`config.mk`:
```
export PLATFORM = sky130hd
export DESIGN_NAME = tmr_timer16
export DESIGN_NICKNAME = d
export VERILOG_FILES = /design/src/tmr_pkg.sv /design/src/tmr_capture_if.sv /design/src/tmr_capture.sv /design/src/tmr_timer16.sv
export VERILOG_INCLUDE_DIRS = /design/src
export SDC_FILE = /design/constraint.sdc
export NUM_CORES = 1
export LEC_CHECK = 0
export BUFFER_PORTS_ARGS = -buffer_cell sky130_fd_sc_hd__buf_2
export CAP_MARGIN = 20
export CORE_UTILIZATION = 40
export CTS_CLUSTER_DIAMETER = 80
export DETAILED_ROUTE_END_ITERATION = 10
export SLEW_MARGIN = 20
export SYNTH_ARGS = -nofsm -noshare
export SYNTH_HDL_FRONTEND = slang
export SYNTH_SLANG_ARGS = --single-unit
```
`constraint.sdc`:
```
create_clock -name clk -period 9.1 [get_ports clk]
set_input_delay 1.365 -clock clk [delete_from_list [all_inputs] [get_ports clk]]
set_output_delay 1.365 -clock clk [all_outputs]
set_load 0.01 [all_outputs]
```
`src/tmr_consts.svh`:
```
// Constants for the 16-bit timer: register offsets, field positions,
// reset values and fixed count limits. Assumes byte-wide registers
// placed one per aligned 32-bit word on the register bus.
`ifndef TMR_CONSTS_SVH
`define TMR_CONSTS_SVH

// ----------------------------------------------------------------
// Register byte offsets
// ----------------------------------------------------------------
`define TMR_OFS_CTL_A 8'h00
`define TMR_OFS_CTL_B 8'h04
`define TMR_OFS_CNT_LO 8'h08
`define TMR_OFS_CNT_HI 8'h0C
`define TMR_OFS_CAP_LO 8'h10
`define TMR_OFS_CAP_HI 8'h14
`define TMR_OFS_CMPA_LO 8'h18
`define TMR_OFS_CMPA_HI 8'h1C
`define TMR_OFS_CMPB_LO 8'h20
`define TMR_OFS_CMPB_HI 8'h24
`define TMR_OFS_FLAGS 8'h28
`define TMR_OFS_IRQ_EN 8'h2C

// ----------------------------------------------------------------
// Field positions
// ----------------------------------------------------------------
`define TMR_BIT_OVF 0
`define TMR_BIT_CAP 1
`define TMR_BIT_CAP_SRC 5
`define TMR_BIT_CAP_RISE 6

// ----------------------------------------------------------------
// Reset values, responses, tick selects, modes and count limits
// ----------------------------------------------------------------
`define TMR_RST_BYTE 8'h00
`define TMR_RESP_OKAY 2'h0
`define TMR_RESP_SLVERR 2'h2
`define TMR_CS_STOP 3'h0
`define TMR_CS_SYSCLK 3'h1
`define TMR_MODE_NORMAL 4'h0
`define TMR_MODE_CTC_A 4'h4
`define TMR_MODE_CTC_ICR 4'hC
`define TMR_TOP_8BIT 16'h00FF
`define TMR_TOP_9BIT 16'h01FF
`define TMR_TOP_10BIT 16'h03FF
`define TMR_BOTTOM 16'h0000
`define TMR_MAX 16'hFFFF
`define TMR_ONE 16'h0001

`endif

```
`src/tmr_pkg.sv`:
```
// Types shared by the timer core and its capture front end.
// Assumes tmr_consts.svh is compiled alongside.
package tmr_pkg;

  // ----------------------------------------------------------------
  // Count direction, Gray ordered
  // ----------------------------------------------------------------
  typedef enum logic {
    TMR_DIR_UP = 1'b0,
    TMR_DIR_DOWN = 1'b1
  } tmr_dir_type;

  // ----------------------------------------------------------------
  // Core state: registers and bus channel state
  // ----------------------------------------------------------------
  typedef struct packed {
    logic [7:0] ctl_a;      // Mode low bits
    logic [7:0] ctl_b;      // Tick select, mode high bits, capture setup
    logic [15:0] cnt;       // Counter
    logic [15:0] cap;       // Capture value
    logic [15:0] cmp_a;     // Compare value A
    logic [15:0] cmp_b;     // Compare value B
    logic [7:0] temp;       // Shared high-byte holding register
    logic ovf;              // Overflow flag
    logic capf;             // Capture flag
    logic ovf_ie;           // Overflow interrupt enable
    logic cap_ie;           // Capture interrupt enable
    tmr_dir_type dir;       // Dual-slope direction
    logic aw_held;          // Write address accepted
    logic [7:0] aw_addr;    // Held write address
    logic w_held;           // Write data accepted
    logic [7:0] w_data;     // Held write data
    logic w_lane;           // Low byte lane strobe
    logic bvalid;           // Write response pending
    logic [1:0] bresp;      // Write response code
    logic rvalid;           // Read data pending
    logic [7:0] rdata;      // Read data
    logic [1:0] rresp;      // Read response code
  } tmr_state_type;

  // ----------------------------------------------------------------
  // Capture front end state
  // ----------------------------------------------------------------
  typedef struct packed {
    logic pin_s1;           // Pin synchroniser stage one
    logic pin_s2;           // Pin synchroniser stage two
    logic cmp_s1;           // Comparator synchroniser stage one
    logic cmp_s2;           // Comparator synchroniser stage two
    logic prev;             // Last selected level
  } tmr_cap_state_type;

endpackage

```
`src/tmr_capture_if.sv`:
```
// Link between the timer core and its capture front end.
// Assumes both ends run on the same system clock.
`timescale 1ns/100ps
interface tmr_capture_if;
  logic use_comparator;  // Select comparator instead of pin
  logic rising;          // Trigger on rising edge when high
  logic enable;          // Capture input active
  logic event_pulse;     // One-cycle trigger

  modport core (output use_comparator, output rising, output enable, input event_pulse);
  modport unit (input use_comparator, input rising, input enable, output event_pulse);
endinterface

```
`src/tmr_capture.sv`:
```
// Capture front end: synchronises the capture pin and comparator
// output, selects one and detects the configured edge.
// Assumes asynchronous inputs and one system clock.
`timescale 1ns/100ps
module tmr_capture
  import tmr_pkg::*;
(
  input wire logic clk,
  input wire logic reset_n,
  input wire logic capture_pin,
  input wire logic comparator_output,
  tmr_capture_if.unit cap_if
);

  tmr_cap_state_type q;  // Registered state
  tmr_cap_state_type d;  // Next state
  logic level;           // Selected synchronised level

  // ----------------------------------------------------------------
  // Next state and edge detect
  // ----------------------------------------------------------------
  always_comb begin
    d = q;
    d.pin_s1 = capture_pin;
    d.pin_s2 = q.pin_s1;
    d.cmp_s1 = comparator_output;
    d.cmp_s2 = q.cmp_s1;
    level = cap_if.use_comparator ? q.cmp_s2 : q.pin_s2;
    d.prev = level;
  end

  // Edge matching the configured polarity; source swaps may trigger too
  assign cap_if.event_pulse = cap_if.enable && (level != q.prev) && (level == cap_if.rising);

  // ----------------------------------------------------------------
  // State register
  // ----------------------------------------------------------------
  always_ff @(posedge clk) begin
    if (!reset_n) begin
      q <= '0;
    end else begin
      q <= d;
    end
  end

endmodule // tmr_capture

```
`src/tmr_timer16.sv`:
```
// 16-bit up/down timer with input capture and byte-wide access
// through a shared holding register, on an AXI4-Lite slave.
// Assumes tick_sources comes from a prescaler on the same clock.
// Behaviour
// - Holding register keeps value until overwritten.
// - Tick select field picks tick; zero stops.
// - Counter clears, counts up or down per tick.
// - Low-byte access moves upper byte via holding.
// - Host counter write beats clear or count.
// - Four-bit mode field spans both control registers.
// - Indicate TOP and BOTTOM of the sequence.
// - Overflow flag set per mode, requests interrupt.
// - Configured edge copies counter into capture, except in modes using it as TOP.
// - Capture flag sets with the copy.
// - Enabled capture flag requests interrupt; service clears.
// - Writing one clears capture flag; zero keeps.
// - Capture low read loads holding for upper.
// - Capture writable only in modes using it as TOP.
// - One holding register shared; low byte transfers.
// - Compare reads bypass the holding register.
// - BOTTOM at 0x0000, MAX at 0xFFFF.
`timescale 1ns/100ps
`include "tmr_consts.svh"
module tmr_timer16
  import tmr_pkg::*;
(
  input wire logic clk,
  input wire logic reset_n,
  input wire logic [7:0] s_axi_awaddr,
  input wire logic s_axi_awvalid,
  output logic s_axi_awready,
  input wire logic [31:0] s_axi_wdata,
  input wire logic [3:0] s_axi_wstrb,
  input wire logic s_axi_wvalid,
  output logic s_axi_wready,
  output logic [1:0] s_axi_bresp,
  output logic s_axi_bvalid,
  input wire logic s_axi_bready,
  input wire logic [7:0] s_axi_araddr,
  input wire logic s_axi_arvalid,
  output logic s_axi_arready,
  output logic [31:0] s_axi_rdata,
  output logic [1:0] s_axi_rresp,
  output logic s_axi_rvalid,
  input wire logic s_axi_rready,
  input wire logic [7:0] tick_sources,
  input wire logic capture_pin,
  input wire logic comparator_output,
  input wire logic overflow_irq_ack,
  input wire logic capture_irq_ack,
  output logic overflow_irq,
  output logic capture_irq,
  output logic [15:0] count_value,
  output logic [15:0] compare_value_a,
  output logic [15:0] compare_value_b,
  output logic at_top,
  output logic at_bottom,
  output logic at_max
);

  // ----------------------------------------------------------------
  // Declarations
  // ----------------------------------------------------------------
  tmr_state_type q;         // Registered state
  tmr_state_type d;         // Next state
  tmr_capture_if cap_if (); // Link to capture front end
  logic [3:0] mode;         // Waveform mode field
  logic [2:0] tick_sel;     // Tick source select
  logic tick;               // Selected timer tick
  logic [15:0] top_val;     // Highest value of the sequence
  logic dual_slope;         // Up/down counting modes
  logic clear_at_top;       // Clear-on-match modes
  logic fast_mode;          // Single-slope wrap at TOP modes
  logic icr_top;            // Capture register is TOP
  logic wr_go;              // Write performed this cycle
  logic wr_en;              // Write with the low lane strobed
  logic rd_go;              // Read taken this cycle
  logic rd_mapped;          // Read address decodes
  logic wr_mapped;          // Write address decodes
  logic [7:0] rd_byte;      // Read data byte

  // ----------------------------------------------------------------
  // Capture front end
  // ----------------------------------------------------------------
  tmr_capture u_capture (
    .clk(clk),
    .reset_n(reset_n),
    .capture_pin(capture_pin),
    .comparator_output(comparator_output),
    .cap_if(cap_if)
  );

  // Capture setup from control B; idle while capture is TOP
  assign cap_if.use_comparator = q.ctl_b[`TMR_BIT_CAP_SRC];
  assign cap_if.rising = q.ctl_b[`TMR_BIT_CAP_RISE];
  assign cap_if.enable = !icr_top;

  // ----------------------------------------------------------------
  // Mode decode
  // ----------------------------------------------------------------
  assign mode = {q.ctl_b[4:3], q.ctl_a[1:0]};
  assign tick_sel = q.ctl_b[2:0];

  // Tick select: stop, every clock, or prescaler taps
  assign tick = (tick_sel == `TMR_CS_STOP) ? 1'b0 :
      ((tick_sel == `TMR_CS_SYSCLK) ? 1'b1 : tick_sources[tick_sel]);

  // TOP value and counting class per mode
  always_comb begin
    dual_slope = 1'b0;
    fast_mode = 1'b0;
    clear_at_top = (mode == `TMR_MODE_CTC_A) || (mode == `TMR_MODE_CTC_ICR);
    icr_top = 1'b0;
    case (mode)
      4'h1, 4'h2, 4'h3, 4'h8, 4'h9, 4'hA, 4'hB: dual_slope = 1'b1;
      4'h5, 4'h6, 4'h7, 4'hE, 4'hF: fast_mode = 1'b1;
      default: fast_mode = 1'b0;  // Normal, clear-on-match and reserved
    endcase
    case (mode)
      4'h1, 4'h5: top_val = `TMR_TOP_8BIT;
      4'h2, 4'h6: top_val = `TMR_TOP_9BIT;
      4'h3, 4'h7: top_val = `TMR_TOP_10BIT;
      4'h4, 4'h9, 4'hB, 4'hF: top_val = q.cmp_a;
      4'h8, 4'hA, 4'hC, 4'hE: begin
        top_val = q.cap;
        icr_top = 1'b1;
      end
      default: begin
        top_val = `TMR_MAX;  // Normal and reserved modes
      end
    endcase
  end

  // ----------------------------------------------------------------
  // Bus handshakes and decode
  // ----------------------------------------------------------------
  assign s_axi_awready = !q.aw_held;
  assign s_axi_wready = !q.w_held;
  assign s_axi_arready = !q.rvalid;
  assign wr_go = q.aw_held && q.w_held && !q.bvalid;
  assign wr_en = wr_go && q.w_lane && wr_mapped;
  assign rd_go = s_axi_arvalid && s_axi_arready;

  // Write address check
  assign wr_mapped = q.aw_addr inside {`TMR_OFS_CTL_A, `TMR_OFS_CTL_B, `TMR_OFS_CNT_LO, `TMR_OFS_CNT_HI,
      `TMR_OFS_CAP_LO, `TMR_OFS_CAP_HI, `TMR_OFS_CMPA_LO, `TMR_OFS_CMPA_HI,
      `TMR_OFS_CMPB_LO, `TMR_OFS_CMPB_HI, `TMR_OFS_FLAGS, `TMR_OFS_IRQ_EN};

  // Read data mux; upper counter and capture bytes come from holding
  always_comb begin
    rd_mapped = 1'b1;
    case (s_axi_araddr)
      `TMR_OFS_CTL_A: rd_byte = q.ctl_a;
      `TMR_OFS_CTL_B: rd_byte = q.ctl_b;
      `TMR_OFS_CNT_LO: rd_byte = q.cnt[7:0];
      `TMR_OFS_CNT_HI: rd_byte = q.temp;
      `TMR_OFS_CAP_LO: rd_byte = q.cap[7:0];
      `TMR_OFS_CAP_HI: rd_byte = q.temp;
      `TMR_OFS_CMPA_LO: rd_byte = q.cmp_a[7:0];
      `TMR_OFS_CMPA_HI: rd_byte = q.cmp_a[15:8];
      `TMR_OFS_CMPB_LO: rd_byte = q.cmp_b[7:0];
      `TMR_OFS_CMPB_HI: rd_byte = q.cmp_b[15:8];
      `TMR_OFS_FLAGS: rd_byte = {6'h00, q.capf, q.ovf};
      `TMR_OFS_IRQ_EN: rd_byte = {6'h00, q.cap_ie, q.ovf_ie};
      default: begin
        rd_byte = `TMR_RST_BYTE;
        rd_mapped = 1'b0;
      end
    endcase
  end

  // ----------------------------------------------------------------
  // Next state
  // ----------------------------------------------------------------
  always_comb begin
    d = q;
    // Write channels, taken in either order
    if (s_axi_awvalid && s_axi_awready) begin
      d.aw_held = 1'b1;
      d.aw_addr = s_axi_awaddr;
    end
    if (s_axi_wvalid && s_axi_wready) begin
      d.w_held = 1'b1;
      d.w_data = s_axi_wdata[7:0];
      d.w_lane = s_axi_wstrb[0];
    end
    if (s_axi_bvalid && s_axi_bready) d.bvalid = 1'b0;
    if (wr_go) begin
      d.aw_held = 1'b0;
      d.w_held = 1'b0;
      d.bvalid = 1'b1;
      d.bresp = wr_mapped ? `TMR_RESP_OKAY : `TMR_RESP_SLVERR;
    end
    // Read channel and low-byte read side effects
    if (s_axi_rvalid && s_axi_rready) d.rvalid = 1'b0;
    if (rd_go) begin
      d.rvalid = 1'b1;
      d.rdata = rd_byte;
      d.rresp = rd_mapped ? `TMR_RESP_OKAY : `TMR_RESP_SLVERR;
      if (s_axi_araddr == `TMR_OFS_CNT_LO) d.temp = q.cnt[15:8];
      if (s_axi_araddr == `TMR_OFS_CAP_LO) d.temp = q.cap[15:8];
    end
    // Counting on tick
    if (tick) begin
      if (dual_slope) begin
        if (q.dir == TMR_DIR_UP) begin
          if (q.cnt >= top_val) begin
            d.dir = TMR_DIR_DOWN;
            d.cnt = q.cnt - `TMR_ONE;
          end else begin
            d.cnt = q.cnt + `TMR_ONE;
          end
        end else begin
          if (q.cnt == `TMR_BOTTOM) begin
            d.dir = TMR_DIR_UP;
            d.cnt = q.cnt + `TMR_ONE;
          end else begin
            d.cnt = q.cnt - `TMR_ONE;
          end
        end
      end else if ((clear_at_top || fast_mode) && (q.cnt == top_val)) begin
        d.cnt = `TMR_BOTTOM;
      end else begin
        d.cnt = q.cnt + `TMR_ONE;
      end
    end
    // Capture of the counter
    if (cap_if.event_pulse) d.cap = q.cnt;
    // Register writes; holding kept until overwritten
    if (wr_en) begin
      case (q.aw_addr)
        `TMR_OFS_CTL_A: d.ctl_a = q.w_data;
        `TMR_OFS_CTL_B: d.ctl_b = q.w_data;
        `TMR_OFS_CNT_HI, `TMR_OFS_CAP_HI, `TMR_OFS_CMPA_HI, `TMR_OFS_CMPB_HI: d.temp = q.w_data;
        `TMR_OFS_CNT_LO: d.cnt = {q.temp, q.w_data};
        `TMR_OFS_CAP_LO: if (icr_top) d.cap = {q.temp, q.w_data};
        `TMR_OFS_CMPA_LO: d.cmp_a = {q.temp, q.w_data};
        `TMR_OFS_CMPB_LO: d.cmp_b = {q.temp, q.w_data};
        `TMR_OFS_FLAGS: begin
          d.ovf = q.ovf && !q.w_data[`TMR_BIT_OVF];
          d.capf = q.capf && !q.w_data[`TMR_BIT_CAP];
        end
        `TMR_OFS_IRQ_EN: begin
          d.ovf_ie = q.w_data[`TMR_BIT_OVF];
          d.cap_ie = q.w_data[`TMR_BIT_CAP];
        end
        default: begin
        end
      endcase
    end
    // Interrupt service clears
    if (overflow_irq_ack) d.ovf = 1'b0;
    if (capture_irq_ack) d.capf = 1'b0;
    // Flag sets win over any clear
    if (tick && !dual_slope && (fast_mode ? (q.cnt == top_val) : (q.cnt == `TMR_MAX))) d.ovf = 1'b1;
    if (tick && dual_slope && (q.dir == TMR_DIR_DOWN) && (q.cnt == `TMR_ONE)) d.ovf = 1'b1;
    if (cap_if.event_pulse) d.capf = 1'b1;
  end

  // ----------------------------------------------------------------
  // State register; everything zero out of reset
  // ----------------------------------------------------------------
  always_ff @(posedge clk) begin
    if (!reset_n) begin
      q <= '0;
    end else begin
      q <= d;
    end
  end

  // ----------------------------------------------------------------
  // Outputs
  // ----------------------------------------------------------------
  assign s_axi_bvalid = q.bvalid;
  assign s_axi_bresp = q.bresp;
  assign s_axi_rvalid = q.rvalid;
  assign s_axi_rresp = q.rresp;
  assign s_axi_rdata = {24'h000000, q.rdata};
  assign overflow_irq = q.ovf && q.ovf_ie;
  assign capture_irq = q.capf && q.cap_ie;
  assign count_value = q.cnt;
  assign compare_value_a = q.cmp_a;
  assign compare_value_b = q.cmp_b;
  assign at_top = (q.cnt == top_val);
  assign at_bottom = (q.cnt == `TMR_BOTTOM);
  assign at_max = (q.cnt == `TMR_MAX);
endmodule // tmr_timer16

```
==> results_dict.tcl <==
set metrics [dict create \
    tritoncts "built" \
    ioPinCount 165 \
    p_per_area_nw_per_um2 158 \
    ant_nets 0 \
    cp_top_family "simple AND/OR/NAND/NOR gates" \
    cts-resized-gates 0 \
    synth_common_cells "dfxtp_1 (129), nor2_1 (121), nand2_1 (120), a21oi_1 (93), buf_4 (85)" \
    setup_ws_ns 4.44 \
    grt_max_degree 103 \
    worst_pin_slew_ns 1.09 \
    ctsHtreeMaxLevel 4 \
    async_reset_ff_share_pct 0 \
    total_leakage_power_uw 0.00368 \
    post-place-ws_ns 4.79 \
    cts.reportedPaths.clkPinSlew_ns 0.06 \
    hold_viol 0 \
    yosysMostFrequentCell "dfxtp_1" \
    drc 0 \
    syn_avg_cell_area_um2 7.69 \
    fin_crit_ns 4.66 \
    hold_path.class "reg2reg" \
    synth_warnings 0 \
    maxSlewHeadroom_pct 26.5 \
    yosysTopAreaCell "dfxtp_1" \
    grt_pass1_wl_um 39500 \
    max_cap_violations 0 \
    synth.area.top_cells "dfxtp_1 (32%), buf_4 (7.9%), mux2i_1 (6.1%), a21oi_1 (5.8%), nor2_1 (5.6%)" \
    synth-edff-count 0 \
    grt_overflow_total 0 \
    multi_input_area_um2 4580 \
    vias_per_cell 5.72 \
    slowest_stage "dfxtp_1" \
    end_kind "output port" \
    clock_sinks 129 \
    status "complete, no violations" \
    min_period_over_period_pct 51.3 \
    start_util_pct 41.0 \
    instances_no_fill 1333 \
    area_growth_pct 10.3 \
    design_power_total_uw 1400 \
    hold_buffers 0 \
    synthDistinctLibCells 69 \
    num_rows 51 \
    crit_required_ns 7.74 \
    cts_root_buffer "clkbuf_16" \
    clk_latency_ns 0.43 \
    clock_path_buffers 2 \
    nets 1144 \
    fin_hold_ws_ns 0.433 \
    drt_iter0_drc 694 \
    cts_setup_buffers 0 \
    die_y_um 144 \
    fillers 2005 \
    die-area_um2 20700 \
    cts_buffers 17 \
    register_area_um2 2580 \
    dr.pass1.iters 6 \
    slew_violations 0 \
    cp-start-kind "register" \
    globalplace.congestion 0.868 \
    grtUsageTotal_pct 25.5 \
    netlist.area_leader.share_pct 32.1 \
    antenna_found_initial 2 \
    irDropWorstVdd_mv 0.116 \
    finalSetupViolations 0 \
    wl_per_cell_um 19.3 \
    critPathMaxFanout 24 \
    fin_tns_setup_ns 0 \
    num_vias 7620 \
    crit_type "reg2out" \
    drive_above_1_share_pct 17.1 \
    crit_arrival_ns 3.30 \
    core_um2 19600 \
    skew_ns 0.0106 \
    dp_cells 1299 \
    ys_seq_area_share_pct 32.1 \
    grt_pass1_vias 6966 \
    rsz0062_at_grt "false" \
    ys_seq_elements 129 \
    dp_hpwl_um 18500 \
    path_cells "nand2_1, o22a_1, ha_1, and3_1, nand4_1, nor2b_1, buf_2" \
    synth_flop_cell "dfxtp_1" \
    port-buffer-count 109 \
    postSynthCellCount 1046 \
    cp_slowest_stage_delay_ns 0.85 \
    fmax_mhz 214 \
    drt_wl_total_um 25800 \
    die_x_um 144 \
    netlist_area_um2 8040 \
    path_buf_inv 1 \
]
## state kept, by name (all words and copies together), names as in the netlist
signal	cells
q	58
compare_value_a	16
compare_value_b	16
count_value	16
s_axi_rdata	8
mode	4
u_capture.q	3
u_capture.d	2
cap_if.rising	1
cap_if.use_comparator	1
s_axi_bresp	1
s_axi_bvalid	1
s_axi_rresp	1
s_axi_rvalid	1
## worst paths after layout
kind / from / endpoint / slack (ns) / cells past startpoint
setup reg to reg: mode[3] / count_value[6] / 4.87 / 12
hold / removal: u_capture.d[3] / u_capture.q[3] / 0.43 / 1
hold reg to reg: u_capture.d[3] / u_capture.q[3] / 0.43 / 1
setup / recovery: mode[3] / at_top / 4.44 / 7
## power breakdown
group          switching, µW  leakage [µW]  total [µW]  internal (µW)
combinational           43.2       0.00233        65.5           22.3
sequential              15.2       0.00104         588            573
clock                    271      0.000303         745            474
total                    330       0.00368        1400           1070
## placed cells by master (no fill, tap or decap), drive strengths merged, types with 24 or more instances in the layout
cell type	count
a211oi	29
a21oi	93
buf	121
conb	26
dfxtp	129
inv	24
mux2i	49
nand2	121
nand3	39
nor2	123
nor3	29
o21ai	34
## through the flow
stage / area (µm²) / utilization (%)
floorplan: 8130 / -
global route: 8860 / 45.2
finish: 8860 / 45.3
detailed placement: 8200 / 41.9
CTS: 8840 / 45.1
global placement: 8200 / 41.9
## area by class of cell
class | instances | share of cell area (%)
Inverter | 23 | 0.988
Antenna cell | 2 | 0.0565
Clock buffer | 20 | 5.15
Clock inverter | 12 | 2.02
Timing Repair Buffer | 121 | 7.21
Tap cell | 265 | 3.74
Sequential cell | 129 | 29.1
Multi-Input combinational cell | 761 | 51.7
## per-layer routing
layer | vias to the layer above | wire length (µm) | track usage, %
met4 | 0 | 610 | 10.0
li1 | 3670 | - | -
met5 | - | 0 | 0
met3 | 42 | 1990 | 6.63
met2 | 318 | 12100 | 40.8
met1 | 3590 | 11100 | 32.4
## cell families after synthesis
kind of cell / share of synthesized area [%]
AND/OR/NAND/NOR: 22.5
AO/OA/AOI/OAI: 22.5
buffers and inverters: 12.6
flip-flops: 32.1
multiplexers: 6.10
adder cells (fa/ha/maj): 3.11
XOR/XNOR: 1.09
other: 0.0466
(Power assumes the default switching activity.)
